[src/core/scsi_dma_pkg.sv]
// Behaviour
// (RL1) Controller registers use a byte-wide port; controller makes its own register parity.
// (RL2) Channel data uses a separate byte-wide port; we add parity on channel writes.
// (RL3) A 32-byte main FIFO plus an 8-byte channel FIFO sit between bus and channel.
// (RL4) Read: wait for full FIFO, then request bus and move 32 bytes in 8 cycles.
// (RL5) Write: request bus first, then fetch 32 bytes in 8 bus cycles.
// (RL6) Write: after the FIFO is full, drain it byte by byte into the channel.
// (RL7) The path keeps up with 4 Mbyte/s byte traffic to and from the channel.
// (RL8) Each bus cycle carries one 32-bit word of four bytes, first byte in the top lane.
package scsi_dma_pkg;
	localparam int MAIN_DEPTH = 32;
	localparam int CHAN_DEPTH = 8;
	localparam int BYTES_PER_WORD = 4;
	localparam int WORDS_PER_BURST = MAIN_DEPTH / BYTES_PER_WORD;
	localparam logic [2:0] LAST_WORD = 3'(WORDS_PER_BURST - 1);
	localparam logic [1:0] LAST_BYTE = 2'(BYTES_PER_WORD - 1);
	localparam logic [31:0] WORD_STEP = 32'h0000_0004;
	localparam int CLK_NS = 20;
	localparam int BYTE_NS = 250;
	localparam int BYTE_CYCLES = BYTE_NS / CLK_NS;
	localparam logic [7:0] BLOCKS_NONE = 8'h00;

	typedef enum logic [3:0] {
		S_IDLE = 4'b0000,
		S_RD_FILL = 4'b0001,
		S_RD_REQ = 4'b0010,
		S_RD_PACK = 4'b0011,
		S_RD_BUS = 4'b0100,
		S_WR_REQ = 4'b0101,
		S_WR_BUS = 4'b0110,
		S_WR_UNPACK = 4'b0111,
		S_WR_DRAIN = 4'b1000,
		S_DONE = 4'b1001
	} dma_state_t;
endpackage

[src/core/byte_fifo.sv]
`timescale 1ns/1ps
`default_nettype none
module byte_fifo #(
	parameter int DEPTH = 8
) (
	input wire logic i_clk,
	input wire logic i_rst_n,
	input wire logic i_push,
	input wire logic [7:0] i_wdata,
	input wire logic i_pop,
	output logic o_valid,
	output logic o_ready,
	output logic [7:0] o_rdata
);
	localparam int AW = $clog2(DEPTH);
	localparam logic [AW:0] FULL_CNT = (AW+1)'(DEPTH);

	typedef struct packed {
		logic [DEPTH-1:0][7:0] mem;
		logic [AW-1:0] wp;
		logic [AW-1:0] rp;
		logic [AW:0] cnt;
		logic [7:0] head;
	} fifo_st_t;

	fifo_st_t q, d;
	logic do_push, do_pop;

	assign o_valid = q.cnt != '0;
	assign o_ready = q.cnt != FULL_CNT;
	assign o_rdata = q.head;

	always_comb begin
		d = q;
		do_push = i_push && o_ready;
		do_pop = i_pop && o_valid;
		if (do_push) begin
			d.mem[q.wp] = i_wdata;
			d.wp = q.wp + AW'(1);
		end
		if (do_pop) begin
			d.rp = q.rp + AW'(1);
		end
		if (do_push && !do_pop) begin
			d.cnt = q.cnt + (AW+1)'(1);
		end else if (do_pop && !do_push) begin
			d.cnt = q.cnt - (AW+1)'(1);
		end
		// Head register loads next-state memory at the next read pointer, so a write into that slot shows at once
		d.head = d.mem[d.rp];
	end

	always_ff @(posedge i_clk) begin
		if (!i_rst_n) begin
			q <= '0;
		end else begin
			q <= d;
		end
	end
endmodule // byte_fifo
`default_nettype wire

[src/core/scsi_dma_path.sv]
`timescale 1ns/1ps
`default_nettype none
module scsi_dma_path
	import scsi_dma_pkg::*;
(
	input wire logic i_clk,
	input wire logic i_rst_n,
	// Transfer control
	input wire logic i_start,
	input wire logic i_to_scsi,
	input wire logic [31:0] i_addr,
	input wire logic [7:0] i_blocks,
	output logic o_busy,
	output logic o_done,
	// Local bus master
	output logic o_bus_req,
	input wire logic i_bus_grant,
	output logic o_bus_strobe,
	output logic o_bus_wr,
	output logic [31:0] o_bus_addr,
	output logic [31:0] o_bus_wdata,
	input wire logic i_bus_ack,
	input wire logic [31:0] i_bus_rdata,
	// Channel DMA byte port
	input wire logic i_sc_rd_valid,
	input wire logic [7:0] i_sc_rd_data,
	output logic o_sc_rd_ready,
	output logic o_sc_wr_valid,
	output logic [7:0] o_sc_wr_data,
	output logic o_sc_wr_par,
	output logic o_sc_wr_par_oe_n,
	input wire logic i_sc_wr_ready,
	// Controller register byte port
	input wire logic i_cpu_cs,
	input wire logic i_cpu_we,
	input wire logic [8:0] i_cpu_addr,
	input wire logic [7:0] i_cpu_wdata,
	output logic [7:0] o_cpu_rdata,
	output logic o_reg_cs,
	output logic o_reg_we,
	output logic [8:0] o_reg_addr,
	output logic [7:0] o_reg_wdata,
	output logic o_reg_par_oe_n,
	input wire logic [7:0] i_reg_rdata
);
	typedef struct packed {
		dma_state_t state;
		logic to_scsi;
		logic [31:0] addr;
		logic [7:0] blocks;
		logic [31:0] word;
		logic [1:0] bcnt;
		logic [2:0] wcnt;
		logic reg_cs;
		logic reg_we;
		logic [8:0] reg_addr;
		logic [7:0] reg_wdata;
		logic [7:0] cpu_rdata;
		logic flush;
	} path_st_t;

	path_st_t q, d;

	logic main_push, main_pop, main_valid, main_ready;
	logic [7:0] main_wdata, main_head;
	logic chan_push, chan_pop, chan_valid, chan_ready;
	logic [7:0] chan_wdata, chan_head;

	// --------------------------------------------------------------
	// Buffers
	// --------------------------------------------------------------
	byte_fifo #(.DEPTH(MAIN_DEPTH)) u_main_fifo ( // [RL3]
		.i_clk(i_clk),
		.i_rst_n(i_rst_n),
		.i_push(main_push),
		.i_wdata(main_wdata),
		.i_pop(main_pop),
		.o_valid(main_valid),
		.o_ready(main_ready),
		.o_rdata(main_head)
	);

	byte_fifo #(.DEPTH(CHAN_DEPTH)) u_chan_fifo ( // [RL3]
		.i_clk(i_clk),
		.i_rst_n(i_rst_n),
		.i_push(chan_push),
		.i_wdata(chan_wdata),
		.i_pop(chan_pop),
		.o_valid(chan_valid),
		.o_ready(chan_ready),
		.o_rdata(chan_head)
	);

	// --------------------------------------------------------------
	// Byte movers
	// --------------------------------------------------------------
	always_comb begin
		// On reads the channel side takes a byte every cycle it has room [RL7]
		o_sc_rd_ready = !q.to_scsi && chan_ready;
		// Bytes left over from a read are dropped, never sent back to the channel [RL6]
		o_sc_wr_valid = q.to_scsi && chan_valid && !q.flush;
		o_sc_wr_data = chan_head;
		o_sc_wr_par = ~^chan_head; // [RL2]
		o_sc_wr_par_oe_n = !o_sc_wr_valid; // [RL2]
		if (q.to_scsi) begin
			chan_push = (q.state == S_WR_DRAIN) && main_valid; // [RL6]
			chan_wdata = main_head;
			chan_pop = q.flush || i_sc_wr_ready;
			main_push = q.state == S_WR_UNPACK; // [RL8]
			main_wdata = q.word[31:24];
			main_pop = (q.state == S_WR_DRAIN) && chan_ready; // [RL6]
		end else begin
			chan_push = i_sc_rd_valid;
			chan_wdata = i_sc_rd_data;
			chan_pop = (q.state == S_RD_FILL) && main_ready;
			main_push = (q.state == S_RD_FILL) && chan_valid;
			main_wdata = chan_head;
			main_pop = q.state == S_RD_PACK; // [RL8]
		end
	end

	// --------------------------------------------------------------
	// Sequencer
	// --------------------------------------------------------------
	always_comb begin
		d = q;
		// Register port forwarding; the controller drives its own parity [RL1]
		d.reg_cs = i_cpu_cs;
		d.reg_we = i_cpu_we;
		d.reg_addr = i_cpu_addr;
		d.reg_wdata = i_cpu_wdata;
		d.cpu_rdata = i_reg_rdata;
		if (!chan_valid) begin
			d.flush = 1'b0;
		end
		unique case (q.state)
			S_IDLE: begin
				if (i_start) begin
					d.to_scsi = i_to_scsi;
					d.addr = i_addr;
					d.blocks = i_blocks;
					d.flush = i_to_scsi; // [RL6]
					if (i_blocks == BLOCKS_NONE) begin
						d.state = S_DONE;
					end else if (i_to_scsi) begin
						d.state = S_WR_REQ; // [RL5]
					end else begin
						d.state = S_RD_FILL;
					end
				end
			end
			S_RD_FILL: begin
				if (!main_ready) begin
					d.state = S_RD_REQ; // [RL4]
				end
			end
			S_RD_REQ: begin
				d.wcnt = '0;
				d.bcnt = '0;
				if (i_bus_grant) begin
					d.state = S_RD_PACK;
				end
			end
			S_RD_PACK: begin
				d.word = {q.word[23:0], main_head}; // [RL8]
				d.bcnt = q.bcnt + 2'h1;
				if (q.bcnt == LAST_BYTE) begin
					d.state = S_RD_BUS;
				end
			end
			S_RD_BUS: begin
				if (i_bus_ack) begin
					d.addr = q.addr + WORD_STEP;
					d.wcnt = q.wcnt + 3'h1;
					if (q.wcnt == LAST_WORD) begin // [RL4]
						d.blocks = q.blocks - 8'h01;
						d.state = (q.blocks == 8'h01) ? S_DONE : S_RD_FILL;
					end else begin
						d.state = S_RD_PACK;
					end
				end
			end
			S_WR_REQ: begin
				d.wcnt = '0;
				if (i_bus_grant) begin
					d.state = S_WR_BUS;
				end
			end
			S_WR_BUS: begin
				if (i_bus_ack) begin
					d.word = i_bus_rdata;
					d.addr = q.addr + WORD_STEP;
					d.bcnt = '0;
					d.state = S_WR_UNPACK;
				end
			end
			S_WR_UNPACK: begin
				d.word = {q.word[23:0], 8'h00}; // [RL8]
				d.bcnt = q.bcnt + 2'h1;
				if (q.bcnt == LAST_BYTE) begin
					d.wcnt = q.wcnt + 3'h1;
					if (q.wcnt == LAST_WORD) begin // [RL5]
						d.blocks = q.blocks - 8'h01;
						d.state = S_WR_DRAIN;
					end else begin
						d.state = S_WR_BUS;
					end
				end
			end
			S_WR_DRAIN: begin
				if (!main_valid && q.blocks != BLOCKS_NONE) begin
					d.state = S_WR_REQ;
				end else if (!main_valid && !chan_valid) begin
					d.state = S_DONE;
				end
			end
			S_DONE: begin
				d.state = S_IDLE;
			end
			default: begin
				d.state = S_IDLE;
			end
		endcase
	end

	always_ff @(posedge i_clk) begin
		if (!i_rst_n) begin
			q <= '0;
		end else begin
			q <= d;
		end
	end

	// --------------------------------------------------------------
	// Outputs
	// --------------------------------------------------------------
	assign o_busy = q.state != S_IDLE;
	assign o_done = q.state == S_DONE;
	assign o_bus_req = q.state inside {S_RD_REQ, S_RD_PACK, S_RD_BUS, S_WR_REQ, S_WR_BUS, S_WR_UNPACK};
	assign o_bus_strobe = (q.state == S_RD_BUS) || (q.state == S_WR_BUS);
	assign o_bus_wr = q.state == S_RD_BUS;
	assign o_bus_addr = q.addr;
	assign o_bus_wdata = q.word;
	assign o_cpu_rdata = q.cpu_rdata;
	assign o_reg_cs = q.reg_cs;
	assign o_reg_we = q.reg_we;
	assign o_reg_addr = q.reg_addr;
	assign o_reg_wdata = q.reg_wdata;
	assign o_reg_par_oe_n = 1'b1; // [RL1]
endmodule // scsi_dma_path
`default_nettype wire

[config.mk]
export PLATFORM = sky130hd
export DESIGN_NAME = scsi_dma_path
export DESIGN_NICKNAME = d
export VERILOG_FILES = /design/src/core/scsi_dma_pkg.sv /design/src/core/byte_fifo.sv /design/src/core/scsi_dma_path.sv
export SDC_FILE = /design/constraint.sdc
export NUM_CORES = 1
export LEC_CHECK = 0
export BUFFER_PORTS_ARGS = -buffer_cell sky130_fd_sc_hd__buf_2
export CAP_MARGIN = 15
export CELL_PAD_IN_SITES_DETAIL_PLACEMENT = 0
export CELL_PAD_IN_SITES_GLOBAL_PLACEMENT = 1
export CORE_ASPECT_RATIO = 1.25
export CORE_MARGIN = 3
export CORE_UTILIZATION = 30
export CTS_CLUSTER_DIAMETER = 50
export DETAILED_ROUTE_END_ITERATION = 8
export MAX_ROUTING_LAYER = met4
export PLACE_DENSITY = 0.56
export SYNTH_ARGS = -nofsm -noshare
export SYNTH_HDL_FRONTEND = slang
export SYNTH_HIERARCHICAL = 1
export SYNTH_SLANG_ARGS = --single-unit
[constraint.sdc]
create_clock -name i_clk -period 4.45 [get_ports i_clk]
set_input_delay 0.445 -clock i_clk [delete_from_list [all_inputs] [get_ports i_clk]]
set_output_delay 0.445 -clock i_clk [all_outputs]
set_load 0.02 [all_outputs]
==> metrics.txt <==
result of the run complete, no violations; Syn Nets 3100; DRT iter0 DRCs 1410; average cell area after synthesis 8.23 sq um; Placed Cells incl. Taps 3979; Adder-Cell Fraction of Synth Area 1.29%; number of nets with antenna violations after detailed routing 0; number of sinks driven by the clock tree 472; H-tree depth 3; initial antenna violation count 1; Synth warnings 6; maximum number of pins on one net before global-route repair 93; Clock Latency Late Sink 600 ps; main combinational cell family by area after synthesis simple AND/OR/NAND/NOR gates; vertical die dimension 325 um; final count of hold timing violations 0; worst hold path startpoint i_cpu_we; Layout Cell Area excl Fill 28000 sq um; fraction of the mapped netlist area in simple logic gates 22.8%; Leak 10.6 nW; area growth from synthesis to layout 14.8%; first-pass GRT wire length 131 mm; clock skew 28.1 ps; core footprint 80300 sq um; number of buffers inserted during clock tree synthesis 67; pwr/cell area 535 nW/um^2; DRT Pass-1 Iters 5; synthesis-stage register bit count 472; share of the cycle needed by the critical path after routing 94.5%; share of cells above drive strength 1 17.1%; Final min period 4200 ps; count of hold-fix buffers inserted at cts 0; most frequent cells in the layout sky130_fd_sc_hd__dfxtp_1, sky130_fd_sc_hd__nand2_1, sky130_fd_sc_hd__nor2_1, sky130_fd_sc_hd__a21oi_1, sky130_fd_sc_hd__buf_2; CP Data Arrival Time 4660 ps; most used flip-flop cell after synthesis sky130_fd_sc_hd__dfxtp_1; peak supply drop 0.300 mV; CTS root buffer sky130_fd_sc_hd__clkbuf_16; clock buffer depth 3; CP startpoint u_chan_fifo/q[8]; vias in the first global route 21345; total of endpoints with negative setup slack in the final report 0; global placer's final weighted congestion 0.842; max-slew violations 0; layout filler cell count 8381; cell count after synthesis 2961; area fraction in compound gates after synthesis 19.8%; filler-free cell count of the finished design 4101; Min Hold Slack 54.2 ps; most common cell after layout, fill and taps aside sky130_fd_sc_hd__dfxtp_1; IO buf count 222; Crit Reg-Reg Startpoint u_chan_fifo/q[8]; critical path launch point type flip-flop; sequential-to-total area share from yosys stat 38.8%; vias per cell 5.31; critical path fanouts, max 11; area of the die 84700 sq um; placed wire-length estimate after detailed placement 59.0 mm; power consumption 15.0 mW; number of nets in the finished design 3130; async set-or-reset flop fraction in the synthesized netlist 0%; Mapped Area 24400 sq um; post-detailed-placement cell area 25700 sq um; GRT Util Overall 20.1%; Crit. End Element flip-flop; worst hold path class in2reg; Highest Clock Rate 0.238 GHz; cell taking the most area after synthesis sky130_fd_sc_hd__dfxtp_1; count of unresolved DRC violations after routing 0; Post-Synth XOR/XNOR Area 2.09%; headroom to the max-slew limit 22.4%; Total Negative Setup Slacks 0 ps; row count 116; num ports 224; clock-pin transition on the worst setup and hold timing paths 60 ps; width of the die 261 um; initial core utilization 30.4%; DR vias 21794; multiplexer share of the synthesized area 7.13%; Synth top area share 38.8%; Detailed Route WL 86.5 mm; cells taking the most area after synthesis sky130_fd_sc_hd__dfxtp_1, sky130_fd_sc_hd__nand2_1, sky130_fd_sc_hd__a21oi_1; post-synth cell types 90; unrepaired setup endpoints after global routing false; number of flops mapped to enable cells by yosys 0; max_cap viols 0; required time at the endpoint of the critical path 4910 ps; global route total overflow 0; CTS tree built; routed length per placed instance 21.1 um; actual transition at the worst max-transition pin 1160 ps; WS Path Type reg2reg
final cells by class:
cell class	instances	area (sq um)	share of cell area [%]
Sequential cell	472	9450	33.8
Multi-Input combinational cell	2115	13100	46.7
Tap cell	1062	1330	4.75
Clock buffer	84	1860	6.66
Timing Repair Buffer	301	1760	6.31
Clock inverter	32	367	1.31
Antenna cell	1	2.50	0.00894
Inverter	34	130	0.465
layer usage:
metal | global-route usage (%) | share of wire (%) | up-vias
met5 | - | 0 | -
met4 | 5.99 | 2.5 | 0
met3 | 2.83 | 4.4 | 136
met2 | 34.1 | 49 | 529
met1 | 24.8 | 44 | 10597
li1 | - | - | 10532
sequential cells by signal (all words and copies together), names as in the netlist:
register,count
u_main_fifo/q,272
u_chan_fifo/q,74
o_bus_addr,32
o_bus_wdata,32
q,19
o_reg_addr,9
o_cpu_rdata,8
o_reg_wdata,8
u_chan_fifo/o_rdata,8
u_main_fifo/o_rdata,8
o_reg_cs,1
o_reg_we,1
kinds of logic after synthesis:
kind of cell	count (synthesis)
adders and majority gates	24
muxes	162
AOI/OAI and AO/OA	718
and+or+nand+nor	1155
xor gates and xnor gates	54
DFF	472
other	1
buffers and inverters	375
power by group:
| group | internal, mW | switching [mW] | total [mW] | leakage (nW) |
|---|---|---|---|---|
| clock network | 3.33 | 2.07 | 5.40 | 1.10 |
| logic | 1.49 | 3.09 | 4.58 | 5.66 |
| registers | 4.54 | 0.454 | 5.00 | 3.82 |
| total | 9.36 | 5.62 | 15.0 | 10.6 |
timing repair:
action                                 CTS  global route
setup buffers                            0             3
cloned                                   0             1
resized for setup                        1             6
endpoints found under the hold margin    0             0
setup endpoints to repair                3             3
synthesized netlist by cell type, drive strengths merged, types with 56 or more instances:
master and count:
a211oi 120, nand3 82, and3 77, or3 68
buf 174, a21oi 229, o21ai 86, clkbuf 167
o32ai 56, nor2 261, dfxtp 472, and2 70
nand2 401, mux2i 110
critical path, cell delays in order, from the launching register on:
cell and delay [ps]:
sky130_fd_sc_hd__dfxtp_1 470, sky130_fd_sc_hd__or4_1 240, sky130_fd_sc_hd__nand2_1 80, sky130_fd_sc_hd__nor2_1 90, sky130_fd_sc_hd__a31oi_1 60, sky130_fd_sc_hd__nor3_2 440
sky130_fd_sc_hd__nand2_1 330, sky130_fd_sc_hd__a31oi_2 840, sky130_fd_sc_hd__nand2_1 150, sky130_fd_sc_hd__a211oi_1 320, sky130_fd_sc_hd__a211oi_1 90, sky130_fd_sc_hd__nor4_1 610
sky130_fd_sc_hd__o22a_1 260, sky130_fd_sc_hd__nand3_1 70
per-stage QoR:
stage               util [%]  worst slack [ps]
global placement        32.0              -178
CTS                     34.8               165
floorplan                  -              1030
detailed placement      32.0              -172
global route            34.9              40.8
finish                  34.9               245
worst paths after layout:
path                                 end  slack [ps]  depth (start not counted)
setup reg to reg  u_main_fifo/o_rdata[7]         250                         13
setup / recovery  u_main_fifo/o_rdata[7]         250                         13
hold / removal                  o_reg_we          50                          2
hold reg to reg       u_main_fifo/q[121]         450                          2
(Power assumes the default switching activity.)
